===== src/rtl/swd_params.svh =====
// Behaviour
// (RULE1) Special single-chip reset leaves debug firmware enabled and background mode active.
// (RULE2) Background mode maps seven debug registers at FF00 to FF06.
// (RULE3) Host starts every bit time with a falling edge on the line.
// (RULE4) Fields go most significant bit first, sixteen bus cycles per bit.
// (RULE5) 512 cycles without a host falling edge clears the command register.
// (RULE6) Received bit is sampled ten cycles after the perceived bit start.
// (RULE7) Device never drives the line while host sends bits.
// (RULE8) Device drives a high speed-up pulse seven cycles after start.
// (RULE9) Host samples device bits about ten cycles after its falling edge.
// (RULE10) A sent zero is held low thirteen cycles, then driven briefly high.
// (RULE11) Hardware commands use free bus cycles, stealing one after 128 cycles.
// (RULE12) Opcode 90 requests background entry, effective only with firmware enabled.
// (RULE13) Read opcodes E4, EC, E0, E8 take an address and return 16 bits.
// (RULE14) Write opcodes C4, CC, C0, C8 take an address then 16 data bits.
// (RULE15) Byte data: odd address low byte, even address high byte; words aligned.
// (RULE16) Debug resources are mapped in only for debug-resource access cycles; the code also maps them throughout background mode.
// (RULE17) Firmware commands accepted only in background mode; firmware ROM from FF20.
// (RULE18) Register opcodes 62-67 read, 42-47 write, 16 bits; next variants add two.
// (RULE19) Opcodes 08 resume, 10 single step, 18 enable tagging and resume.
// (RULE20) Commands open with an 8-bit opcode; every read returns 16 bits.
// (RULE21) Host allows 150 cycles for a non-intrusive command to finish.
// (RULE22) Host waits about 32 cycles before firmware read data portion.
// (RULE23) Background request without firmware enabled leaves the CPU running.
// (RULE24) Host waits about 64 cycles after resume or single step.
// (RULE25) Line input is synchronised before falling edges are detected.
`ifndef SWD_PARAMS_SVH
`define SWD_PARAMS_SVH
`define SWD_CLK_MHZ        10
`define SWD_BIT_CYC        16
`define SWD_TIMEOUT_CYC    512
`define SWD_SAMPLE_CYC     10
`define SWD_SPEEDUP_CYC    7
`define SWD_ZERO_LOW_CYC   13
`define SWD_STEAL_CYC      128
`define SWD_OP_BACKGROUND  8'h90
`define SWD_OP_RD_DBG_BYTE 8'hE4
`define SWD_OP_RD_DBG_WORD 8'hEC
`define SWD_OP_RD_BYTE     8'hE0
`define SWD_OP_RD_WORD     8'hE8
`define SWD_OP_WR_DBG_BYTE 8'hC4
`define SWD_OP_WR_DBG_WORD 8'hCC
`define SWD_OP_WR_BYTE     8'hC0
`define SWD_OP_WR_WORD     8'hC8
`define SWD_OP_GO          8'h08
`define SWD_OP_TRACE       8'h10
`define SWD_OP_TAG_AND_RESUME_CMD       8'h18
`define SWD_DBG_REG_LO     16'hFF00
`define SWD_DBG_REG_HI     16'hFF06
`define SWD_DBG_ROM_LO     16'hFF20
`endif


===== src/rtl/swd_pkg.sv =====
package swd_pkg;
	typedef enum logic [1:0] {
		SWD_RX_OPC,
		SWD_RX_ADDR,
		SWD_RX_DATA,
		SWD_TX_DATA
	} swd_phase_e;

	typedef struct packed {
		logic        req;
		logic        write;
		logic        dbg_map;
		logic        word;
		logic [15:0] addr;
		logic [15:0] wdata;
	} swd_mem_req_s;

	typedef struct packed {
		logic       req;
		logic       write;
		logic [2:0] reg_sel;
		logic [15:0] wdata;
	} swd_fw_req_s;
endpackage : swd_pkg


===== src/rtl/swd_port.sv =====
`timescale 1ns/1ps
`include "swd_params.svh"
module swd_port #(
	parameter int BIT_CYC   = `SWD_BIT_CYC,
	parameter int STEAL_CYC = `SWD_STEAL_CYC
) (
	input  wire logic                  clk,
	input  wire logic                  resetn,
	input  wire logic                  special_single_chip,
	input  wire logic                  debug_wire_pin_i,
	output logic                       debug_wire_pin_o,
	output logic                       debug_wire_pin_oe,
	input  wire logic                  cpu_bus_free,
	output logic                       cpu_freeze,
	output swd_pkg::swd_mem_req_s      mem_req,
	input  wire logic                  mem_done,
	input  wire logic [15:0]           mem_rdata,
	output logic                       dbg_map_en,
	output logic                       dbg_rom_map_en,
	output logic                       background_debug_mode,
	input  wire logic                  debug_firmware_enable,
	input  wire logic                  bdm_exit,
	output logic                       bg_enter_req,
	output logic                       bg_request_dropped,
	output swd_pkg::swd_fw_req_s       fw_req,
	output logic [7:0]                 fw_cmd,
	input  wire logic                  fw_rdata_valid,
	input  wire logic [15:0]           fw_rdata,
	output logic                       resume_req,
	output logic                       single_step_cmd,
	output logic                       tag_and_resume_cmd,
	output logic                       timeout
);
	localparam int SPEEDUP_END = `SWD_SPEEDUP_CYC + 1;
	localparam int ZERO_END    = `SWD_ZERO_LOW_CYC + 1;

	logic              sync1;
	logic              sync2;
	logic              line_q;
	logic              in_bit;
	logic              bit_is_tx;
	logic              boot_pending;
	logic [4:0]        bit_cnt;
	logic [9:0]        idle_cnt;
	logic              fall;
	logic [4:0]        nbits;
	logic [15:0]       shreg;
	logic [7:0]        cmd;
	logic [15:0]       addr;
	logic              busy;
	logic [7:0]        wait_cnt;
	logic              tx_ready;
	swd_pkg::swd_phase_e phase;

	function automatic logic is_hw_mem(input logic [7:0] op);
		is_hw_mem = (op[7:6] == 2'b11) && (op[2:0] == 3'b000 || op[2:0] == 3'b100)
			&& (op[4] == 1'b0);
	endfunction : is_hw_mem

	function automatic logic is_fw_rw(input logic [7:0] op);
		is_fw_rw = ((op[7:4] == 4'h6) || (op[7:4] == 4'h4)) && (op[3:0] >= 4'h2)
			&& (op[3:0] <= 4'h7);
	endfunction : is_fw_rw

	// Line synchroniser and edge detect
	always_ff @(posedge clk or negedge resetn) begin
		if (!resetn) begin
			sync1  <= 1'b1;
			sync2  <= 1'b1;
			line_q <= 1'b1;
		end else begin
			sync1  <= debug_wire_pin_i;
			sync2  <= sync1; // [RULE25]
			line_q <= sync2;
		end
	end
	assign fall = line_q & ~sync2; // [RULE3]

	// Bit timer
	always_ff @(posedge clk or negedge resetn) begin
		if (!resetn) begin
			in_bit    <= 1'b0;
			bit_cnt   <= 5'h00;
			bit_is_tx <= 1'b0;
		end else if (fall && !in_bit) begin
			in_bit    <= 1'b1;
			bit_cnt   <= 5'h01;
			bit_is_tx <= phase == swd_pkg::SWD_TX_DATA;
		end else if (in_bit) begin
			if (bit_cnt == 5'(BIT_CYC - 1)) begin // [RULE4]
				in_bit <= 1'b0;
			end
			bit_cnt <= bit_cnt + 5'h01;
		end
	end

	// Inactivity time-out
	always_ff @(posedge clk or negedge resetn) begin
		if (!resetn) begin
			idle_cnt <= 10'h000;
			timeout  <= 1'b0;
		end else begin
			timeout <= 1'b0;
			if (fall) begin
				idle_cnt <= 10'h000;
			end else if (phase != swd_pkg::SWD_RX_OPC || nbits != 5'h00) begin
				if (idle_cnt == 10'(`SWD_TIMEOUT_CYC - 1)) begin
					timeout  <= 1'b1; // [RULE5]
					idle_cnt <= 10'h000;
				end else begin
					idle_cnt <= idle_cnt + 10'h001;
				end
			end else begin
				idle_cnt <= 10'h000;
			end
		end
	end

	// Transmit drive: low for zero, then speed-up high pulse
	always_comb begin
		debug_wire_pin_oe = 1'b0;
		debug_wire_pin_o  = 1'b0;
		// Tail of a host bit that ends after the load stays undriven
		if (in_bit && bit_is_tx && phase == swd_pkg::SWD_TX_DATA) begin // [RULE7]
			if (!shreg[15] && bit_cnt < 5'(ZERO_END)) begin
				debug_wire_pin_oe = 1'b1; // [RULE10]
			end else if (!shreg[15] && bit_cnt == 5'(ZERO_END)) begin
				debug_wire_pin_oe = 1'b1;
				debug_wire_pin_o  = 1'b1;
			end else if (shreg[15] && bit_cnt == 5'(SPEEDUP_END)) begin
				debug_wire_pin_oe = 1'b1; // [RULE8]
				debug_wire_pin_o  = 1'b1;
			end
		end
	end

	// Serial shifter and command sequencing
	always_ff @(posedge clk or negedge resetn) begin
		if (!resetn) begin
			phase <= swd_pkg::SWD_RX_OPC;
			nbits <= 5'h00;
			shreg <= 16'h0000;
			cmd   <= 8'h00;
			addr  <= 16'h0000;
		end else if (timeout) begin
			phase <= swd_pkg::SWD_RX_OPC; // [RULE5]
			nbits <= 5'h00;
			cmd   <= 8'h00;
		end else if (tx_ready) begin
			phase <= swd_pkg::SWD_TX_DATA;
			nbits <= 5'h00;
			shreg <= fw_rdata_valid ? fw_rdata : mem_rdata; // [RULE20]
		end else if (in_bit && bit_cnt == 5'(`SWD_SAMPLE_CYC + 1)
				&& phase != swd_pkg::SWD_TX_DATA) begin
			shreg <= {shreg[14:0], sync2}; // [RULE6] [RULE4]
			nbits <= nbits + 5'h01;
			if (phase == swd_pkg::SWD_RX_OPC && nbits == 5'd7) begin
				cmd   <= {shreg[6:0], sync2}; // [RULE20]
				nbits <= 5'h00;
				if (is_hw_mem({shreg[6:0], sync2})) begin
					phase <= swd_pkg::SWD_RX_ADDR; // [RULE13] [RULE14]
				end else if (is_fw_rw({shreg[6:0], sync2}) && background_debug_mode
						&& !shreg[4]) begin
					phase <= swd_pkg::SWD_RX_DATA; // [RULE18]
				end
			end else if (nbits == 5'd15) begin
				nbits <= 5'h00;
				if (phase == swd_pkg::SWD_RX_ADDR) begin
					addr  <= {shreg[14:0], sync2};
					phase <= cmd[5] ? swd_pkg::SWD_RX_OPC : swd_pkg::SWD_RX_DATA;
				end else begin
					phase <= swd_pkg::SWD_RX_OPC;
				end
			end
		end else if (in_bit && bit_cnt == 5'(BIT_CYC - 1)
				&& bit_is_tx && phase == swd_pkg::SWD_TX_DATA) begin
			shreg <= {shreg[14:0], 1'b0};
			nbits <= nbits + 5'h01;
			if (nbits == 5'd15) begin
				phase <= swd_pkg::SWD_RX_OPC;
				nbits <= 5'h00;
			end
		end
	end

	// Strobes decoded from a completed field
	logic rx_done;
	assign rx_done = in_bit && bit_cnt == 5'(`SWD_SAMPLE_CYC + 1)
		&& phase != swd_pkg::SWD_TX_DATA && !timeout;

	always_ff @(posedge clk or negedge resetn) begin
		if (!resetn) begin
			mem_req <= '0;
			busy    <= 1'b0;
			fw_req  <= '0;
			fw_cmd  <= 8'h00;
		end else begin
			fw_req.req <= 1'b0;
			if (mem_done) begin
				mem_req.req <= 1'b0;
				busy        <= 1'b0;
			end
			if (rx_done && nbits == 5'd15 && phase == swd_pkg::SWD_RX_ADDR && cmd[5]) begin
				mem_req.req     <= 1'b1; // [RULE13]
				mem_req.write   <= 1'b0;
				mem_req.dbg_map <= cmd[2]; // [RULE16]
				mem_req.word    <= cmd[3];
				mem_req.addr    <= cmd[3] ? {shreg[14:0], 1'b0} : {shreg[14:0], sync2}; // [RULE15]
				busy            <= 1'b1;
			end else if (rx_done && nbits == 5'd15 && phase == swd_pkg::SWD_RX_DATA
					&& cmd[7:6] == 2'b11) begin
				mem_req.req     <= 1'b1; // [RULE14]
				mem_req.write   <= 1'b1;
				mem_req.dbg_map <= cmd[2]; // [RULE16]
				mem_req.word    <= cmd[3];
				mem_req.addr    <= cmd[3] ? {addr[15:1], 1'b0} : addr; // [RULE15]
				mem_req.wdata   <= {shreg[14:0], sync2};
				busy            <= 1'b1;
			end
			if (rx_done && nbits == 5'd7 && phase == swd_pkg::SWD_RX_OPC
					&& background_debug_mode) begin // [RULE17]
				fw_cmd <= {shreg[6:0], sync2};
				// Opcode bit 5 marks a register read
				if (is_fw_rw({shreg[6:0], sync2}) && shreg[4]) begin
					fw_req.req     <= 1'b1; // [RULE18]
					fw_req.write   <= 1'b0;
					fw_req.reg_sel <= {shreg[1:0], sync2};
				end
			end else if (rx_done && nbits == 5'd15 && phase == swd_pkg::SWD_RX_DATA
					&& cmd[7:6] == 2'b01) begin
				fw_req.req     <= 1'b1; // [RULE18]
				fw_req.write   <= 1'b1;
				fw_req.reg_sel <= cmd[2:0];
				fw_req.wdata   <= {shreg[14:0], sync2};
			end
		end
	end
	assign tx_ready = (busy && mem_done && !mem_req.write) || fw_rdata_valid;

	// Free-cycle search and cycle steal
	always_ff @(posedge clk or negedge resetn) begin
		if (!resetn) begin
			wait_cnt <= 8'h00;
		end else if (!mem_req.req || cpu_bus_free) begin
			wait_cnt <= 8'h00;
		end else if (wait_cnt != 8'(STEAL_CYC)) begin
			wait_cnt <= wait_cnt + 8'h01;
		end
	end
	assign cpu_freeze = mem_req.req && !cpu_bus_free && wait_cnt == 8'(STEAL_CYC); // [RULE11]
	assign dbg_map_en = mem_req.req && mem_req.dbg_map; // [RULE16]

	// Background mode state and data-less commands
	logic op_strobe;
	logic [7:0] op_now;
	assign op_now    = {shreg[6:0], sync2};
	assign op_strobe = rx_done && nbits == 5'd7 && phase == swd_pkg::SWD_RX_OPC;

	// Marks the first clock after reset
	always_ff @(posedge clk or negedge resetn) begin
		if (!resetn) begin
			boot_pending <= 1'b1;
		end else begin
			boot_pending <= 1'b0;
		end
	end

	always_ff @(posedge clk or negedge resetn) begin
		if (!resetn) begin
			background_debug_mode <= 1'b0;
			bg_enter_req          <= 1'b0;
			bg_request_dropped    <= 1'b0;
			resume_req            <= 1'b0;
			single_step_cmd       <= 1'b0;
			tag_and_resume_cmd    <= 1'b0;
		end else begin
			bg_enter_req       <= 1'b0;
			bg_request_dropped <= 1'b0;
			resume_req         <= 1'b0;
			single_step_cmd    <= 1'b0;
			tag_and_resume_cmd <= 1'b0;
			// Only out of reset, so a later exit is not undone
			if (boot_pending && special_single_chip && debug_firmware_enable) begin
				background_debug_mode <= 1'b1; // [RULE1]
			end
			if (bdm_exit) begin
				background_debug_mode <= 1'b0;
			end
			if (op_strobe && op_now == `SWD_OP_BACKGROUND) begin
				if (debug_firmware_enable) begin
					bg_enter_req          <= 1'b1; // [RULE12]
					background_debug_mode <= 1'b1;
				end else begin
					bg_request_dropped <= 1'b1; // [RULE23]
				end
			end
			if (op_strobe && background_debug_mode) begin // [RULE17]
				resume_req         <= op_now == `SWD_OP_GO || op_now == `SWD_OP_TAG_AND_RESUME_CMD; // [RULE19]
				single_step_cmd    <= op_now == `SWD_OP_TRACE;
				tag_and_resume_cmd <= op_now == `SWD_OP_TAG_AND_RESUME_CMD;
			end
		end
	end
	// Debug registers FF00-FF06 and ROM FF20 up are visible while active
	assign dbg_rom_map_en = background_debug_mode; // [RULE2] [RULE17]
endmodule : swd_port


===== config.mk =====
export PLATFORM = sky130hd
export DESIGN_NAME = swd_port
export DESIGN_NICKNAME = d
export VERILOG_FILES = /design/src/rtl/swd_pkg.sv /design/src/rtl/swd_port.sv
export VERILOG_INCLUDE_DIRS = /design/src /design/src/rtl
export SDC_FILE = /design/constraint.sdc
export NUM_CORES = 1
export LEC_CHECK = 0
export ABC_AREA = 1
export BUFFER_PORTS_ARGS = -buffer_cell sky130_fd_sc_hd__buf_2
export CAP_MARGIN = 20
export CELL_PAD_IN_SITES_DETAIL_PLACEMENT = 0
export CELL_PAD_IN_SITES_GLOBAL_PLACEMENT = 1
export CORE_MARGIN = 3
export CORE_UTILIZATION = 35
export CTS_BUF_LIST = sky130_fd_sc_hd__clkbuf_8
export DETAILED_ROUTE_END_ITERATION = 10
export PLACE_DENSITY = 0.67
export SYNTH_ARGS = -nofsm -noshare
export SYNTH_HDL_FRONTEND = slang
export SYNTH_SLANG_ARGS = --single-unit

===== constraint.sdc =====
create_clock -name clk -period 2.4 [get_ports clk]
set_input_delay 0.48 -clock clk [delete_from_list [all_inputs] [get_ports clk]]
set_output_delay 0.48 -clock clk [all_outputs]
set_load 0.01 [all_outputs]

== Yosys cells after proc, flatten, opt, wreduce, memory -nomap -nowiden ==
Cells that the tools add are included.

* Magnitude comparators: 3
* Equal/unequal tests: 26
* Multiplexer cells: 65
* Add/subtract/negate cells: 4
* Shift operators: 0
* Reduce and logical (&&, ||, !) cells: 72
* Multipliers: 0
* Divide/modulo/power cells: 0
* Bitwise operators: 8

{| class="wikitable"
|+ Operator list
! operator !! count
|-
| $mux 16 || 4
|-
| $mux 5 || 10
|-
| $mux 8 || 6
|-
| $logic_and 1x1->1 || 37
|-
| $mux 36 || 1
|-
| $mux 10 || 3
|-
| $mux 1 || 28
|-
| $eq 5x4->1 const B || 5
|-
| $mux 2 || 11
|-
| $mux 21 || 1
|-
| $mux 20 || 1
|-
| $eq 8x5->1 const B || 2
|-
| $eq 8x8->1 const B || 2
|-
| $reduce_bool 2->1 || 7
|-
| $reduce_bool 4->1 || 3
|-
| $add 10x1->10 const B || 1
|-
| $add 5x1->5 const B || 2
|-
| $eq 10x9->1 const B || 1
|-
| $add 8x1->8 const B || 1
|-
| $eq 2x2->1 const B || 4
|-
| $eq 4x3->1 const B || 2
|-
| $eq 8x4->1 const B || 1
|-
| $ne 8x8->1 const B || 1
|-
| $reduce_and 2->1 || 4
|-
| 20 further kinds || 40
|}

* Output and inout port bits: 77
* ROM bits: 0
* Bits of input ports: 41
* RAM bits: 0
* Bits in latches: 0
* Logic and storage cells: 211
* Flip-flop bits (word level): 149
* Memories kept: 0

== Logic depth before layout (Yosys ltp) ==
* Word-level depth: 12
* Depth in mapped cells: 11
* Depth with buffers taken out: 10

== Worst setup path after synthesis ==
No wires, ideal clock.

* Kind: reg-to-reg
* Start point: reg bit_cnt[0]
* End point: reg shreg[10]
* Stages on the path, launching flop included: 11
* Arrival time: 1.647 ns
* Library setup time: 0.129 ns
* Required time: 2.271 ns
* Buffers on the path: 1
* Period minus slack after synthesis: 1.776 ns
* Slack: 0.624 ns
* Cells stage by stage: dfrtp_1 -> ha_1 -> and3_1 -> ha_1 -> nand2_1 -> nand2_1 -> o21ai_2 -> inv_1 -> clkbuf_2 -> o21ai_0 -> o21ai_0

* Cells in the longest elaborated chain, start to end: 6
* Elaborated cells between the ends (all ways): 11
* Those cells by class: eq/ne (2); mux (2); reduce/logical (7)

{| class="wikitable"
|+ Ends and longest elaborated chain
! what !! RTL line !! text
|-
| start, declared || swd_port.sv:43 || <nowiki>logic [4:0] bit_cnt;</nowiki>
|-
| start signal, assigned || swd_port.sv:93 || <nowiki>bit_cnt <= bit_cnt + 5'h01;</nowiki>
|-
| $eq 5x4->1 || swd_port.sv:175 || <nowiki>end else if (in_bit && bit_cnt == 5'(BIT_CYC - 1)</nowiki>
|-
| $logic_and 1x1->1 || swd_port.sv:175 ||
|-
| $logic_and 1x1->1 (2 in a row) || swd_port.sv:176 || <nowiki>&& bit_is_tx && phase == swd_pkg::SWD_TX_DATA) begin</nowiki>
|-
| $reduce_bool 3->1 (no source line) || - ||
|-
| $reduce_and 2->1 (no source line) || - ||
|-
| end signal, assigned || swd_port.sv:152 || <nowiki>shreg <= fw_rdata_valid ? fw_rdata : mem_rdata;</nowiki>
|-
| end signal, assigned || swd_port.sv:155 || <nowiki>shreg <= {shreg[14:0], sync2};</nowiki>
|-
| end signal, assigned || swd_port.sv:177 || <nowiki>shreg <= {shreg[14:0], 1'b0};</nowiki>
|-
| end, declared || swd_port.sv:47 || <nowiki>logic [15:0] shreg;</nowiki>
|}

Several ways; a longest one is shown, not always the timed one.
A chain may end at the register's enable or synchronous reset.

== Worst setup path in the final report ==
* Start point: reg bit_cnt[0]
* End point: reg shreg[13]

The elaborated chain is that of the path after synthesis.

==> results.txt <==
* DP HPWL: about 13000 um
* Vias in the first global route: ~5500
- Number of standard cells in the final layout excluding fillers: around 1200
* Synthesized area divided by synthesized cell count: ~8.5 um^2
- Cell row count: approximately 50
- Iteration-0 DRC count of the detailed router: ~340
- Final std cell area, no fill: around 0.008 mm^2
* Chip width: roughly 140 um
- Top-level port count: 118
- Leading cell type by number of instances after synthesis: nand2_1
* Maximum fanout along the worst path: 15
- After clock tree synthesis, the clock-pin slew on the worst setup and hold paths is roughly 80 ps.
- Crit path capture type: register
- Once placement finished, the instance area stood at around 0.0076 mm^2.
- Data on the critical path is required at its endpoint by ~2700 ps.
- The die covers approximately 0.021 mm^2.
- Mapped Nets: ~840
- The cell sitting at the root of the clock tree is a clkbuf_8.
- The number of antenna violations at the first check in global routing is 0.
* Share of cells above drive strength 1: 0.212
* Total number of vias: between 5000 and 6000
- The tool flagged a number of max-cap violations equal to 0.
- The tree built by TritonCTS fans out to between 100 and 150 sinks.
* Chain of cells forming the critical path: ha_1 > and3_1 > ha_1 > nand2_1 > nand2_1 > o21ai_2 > clkinvlp_4 > buf_4 > o21ai_0 > o21ai_0
- The final layout contains 965 nets.
- Total wirelength of the detailed-routed design: approximately 19000 um
- The first global-routing pass estimated roughly 30000 um of wire.
- Counting along the longest clock path gives a buffer depth of 2.
* Layout overhead on the synthesized area: 19.9%
- Yosys warns: 0
- Total instance count after detailed placement: about 1100
- The share of synthesized area in the top cell type comes to 0.535.
- After detailed routing, the average wire length per cell comes to 16.0 um.
* Average vias per placed instance: 4.92
* Largest cells by area after synthesis: dfrtp_1 (54%), nand2_1 (11%), nand3_1 (6.9%), o21ai_0 (6.2%), inv_1 (3.7%)
* GP Congestion: just over 0.8
- Synth Instances: a little under 800
- Counting distinct cell types in the post-synthesis netlist gives 37.
- Post-synth EDFFs: 0
* Final number of hold-violating endpoints: 0
- Setup TNS: 0 ps
- Across the VDD grid, the largest voltage drop is between 0.0003 and 0.0004 V.
- Power density normalized to cell area: around 670 mW/mm^2
- Setup violations remaining at the end of the flow were counted as 0.
- Cell type of the slowest stage on the worst timing path: dfrtp_1
- Post-route fraction of the period consumed by the critical path: 0.927
- At the later pin of the worst-skew pair, clock insertion delay measures around 450 ps.
- For this run, the leading register cell type out of synthesis is dfrtp_1.
- Clock tree skew after final layout: between 15 and 20 ps
* Total of fill cells in the finished design: around 1900
- The worst setup path is of the reg -> reg kind.
- Result of the run: completed
- On the worst path, the slowest cell contributes a delay of ~420 ps.
- N_diodes: 0
- Cell taking the most area after synthesis: dfrtp_1
- The H-tree generated during clock tree synthesis spans 4 levels.
- Post-synthesis instance area: 0.00669 mm^2
- Leak Pwr: slightly above 4 nW
- For the finished layout, the period the worst path requires is 2220 ps.
* Hold/Removal Path Class: in -> reg
- Flip-flop and latch count after synthesis: roughly 150
- Aggregate global routing overflow: 0
* DRC errors left: 0
- Effective utilization at floorplan: 0.364
- Share of synthesized area occupied by flip-flops and latches: 0.551
- Timing would allow up to ~450 MHz.
- By count the netlist is led by nand2_1 (194), dfrtp_1 (143), nand3_1 (92).
- For the worst setup path, the data arrival time is 2550 ps.
* Total GRT Usage: 0.182
* Drt pass-1 iters: 5
- The count of buffers added on input and output ports is around 120.
- Final max-slew violation count: 0
- Entering global routing, the biggest net connects between 50 and 60 pins.
- ANT nets after route: 0
- Counting flops with an async set or reset pin after synthesis yields a share of 1.00.
* Chip Height: ~140 um
* CTS tree: yes
- Number of buffers inserted during clock tree synthesis: 17
- Top delay family on crit path: compound AO/OA/AOI/OAI gates
- Startpoint class of the critical path: register
- Number of buffers and inverters on the critical path: 2
* Area of the placeable core: roughly 0.018 mm^2
==> cell families after synthesis <==
group	share of synthesized area
DFF	0.551
AOI/OAI and AO/OA	0.103
adders and majority gates	0.0168
other	0.000561
xor gates and xnor gates	0.00917
buffers and inverters	0.0630
and+or+nand+nor	0.257
==> power breakdown <==
| part | switching [W] | internal (W) |
|---|---|---|
| Combinational | 0.000519 | 0.000258 |
| Clock | 0.000960 | 0.000870 |
| Sequential | 0.000174 | 0.00263 |
| Total | 0.00165 | 0.00376 |
==> state kept, by name, summed over array words and instances, names as in the netlist, 2 cells and up <==
name	flops
wait_cnt	8
phase	2
cmd	7
bit_cnt	5
addr	16
fw_cmd	8
fw_req	21
nbits	5
mem_req	36
idle_cnt	10
shreg	16
==> worst register-to-register path: stages (launching register included) <==
cell        delay (ps)
dfrtp_1            420
ha_1               250
and3_1             190
ha_1               190
nand2_1            110
nand2_1            100
o21ai_2            320
clkinvlp_4         140
buf_4              190
o21ai_0             80
o21ai_0            100
==> per-layer routing <==
| layer | vias to the layer above | share of wire | track usage |
|---|---|---|---|
| met4 | 0 | 0.0086 | 0.0476 |
| met1 | 2727 | 0.48 | 0.262 |
| met3 | 11 | 0.049 | 0.0364 |
| met5 | - | 0 | 0 |
| met2 | 118 | 0.46 | 0.284 |
| li1 | 2839 | - | - |
==> path summary, 6_finish.rpt <==
kind	startpoint	to	slack, ps	cells past startpoint
max	bit_cnt[0]	shreg[13]	180	10
min reg2reg	sync1	sync2	360	0
min in group asynchronous	resetn	wait_cnt[7]	500	2
max reg2reg	bit_cnt[0]	shreg[13]	180	10
min	debug_wire_pin_i	sync1	130	1
max in group asynchronous	resetn	sync1	1200	3
==> final cells by class <==
class                           count  area [um^2]  area share
Clock buffer                       19          262      0.0326
Clock inverter                     13          109      0.0136
Inverter                           70          267      0.0332
Multi-Input combinational cell    536         2580       0.322
Sequential cell                   147         3680       0.459
Tap cell                          229          287      0.0357
Timing Repair Buffer              142          820       0.102
Timing Repair inverter              1         7.51    0.000936
==> what timing repair did <==
| item | in CTS | in global routing |
|---|---|---|
| endpoints found under the hold margin | 38 | 0 |
| endpoints found under the setup margin | 0 | 10 |
| hold buffers | 1 | 0 |
| setup buffers | 0 | 2 |
| gates resized for setup | 0 | 2 |
==> cells in the final DEF, fill, tap and decap left out, drive strengths merged <==
cell type / n
nand2: 198
dfrtp: 143
buf: 141
o21ai: 109
nand3: 95
inv: 73
nor2: 60
a21oi: 19
clkbuf: 19
nand4: 14
nor3: 9
ha: 9
clkinv: 7
xor2: 6
dfstp: 4
nand3b: 3
clkinvlp: 3
nor3b: 2
nor4: 2
o22ai: 2
and3: 1
xnor2: 1
or2: 1
a211oi: 1
o211ai: 1
a21boi: 1
a22oi: 1
conb: 1
bufinv: 1
dlygate4sd3: 1
==> metrics by stage <==
step	setup slack, ps	hold WS (ps)	total power, W	utilization
2_1_floorplan	624	184	0.00328	-
3_3_place_gp	283	347	0.00362	0.414
3_5_place_dp	216	349	0.00362	0.414
4_1_cts	179	96.3	0.00547	0.434
5_1_grt	-17.6	103	0.00573	0.436
6_report	176	131	0.00541	0.436
No activity file was read; power rests on OpenSTA's default activity.
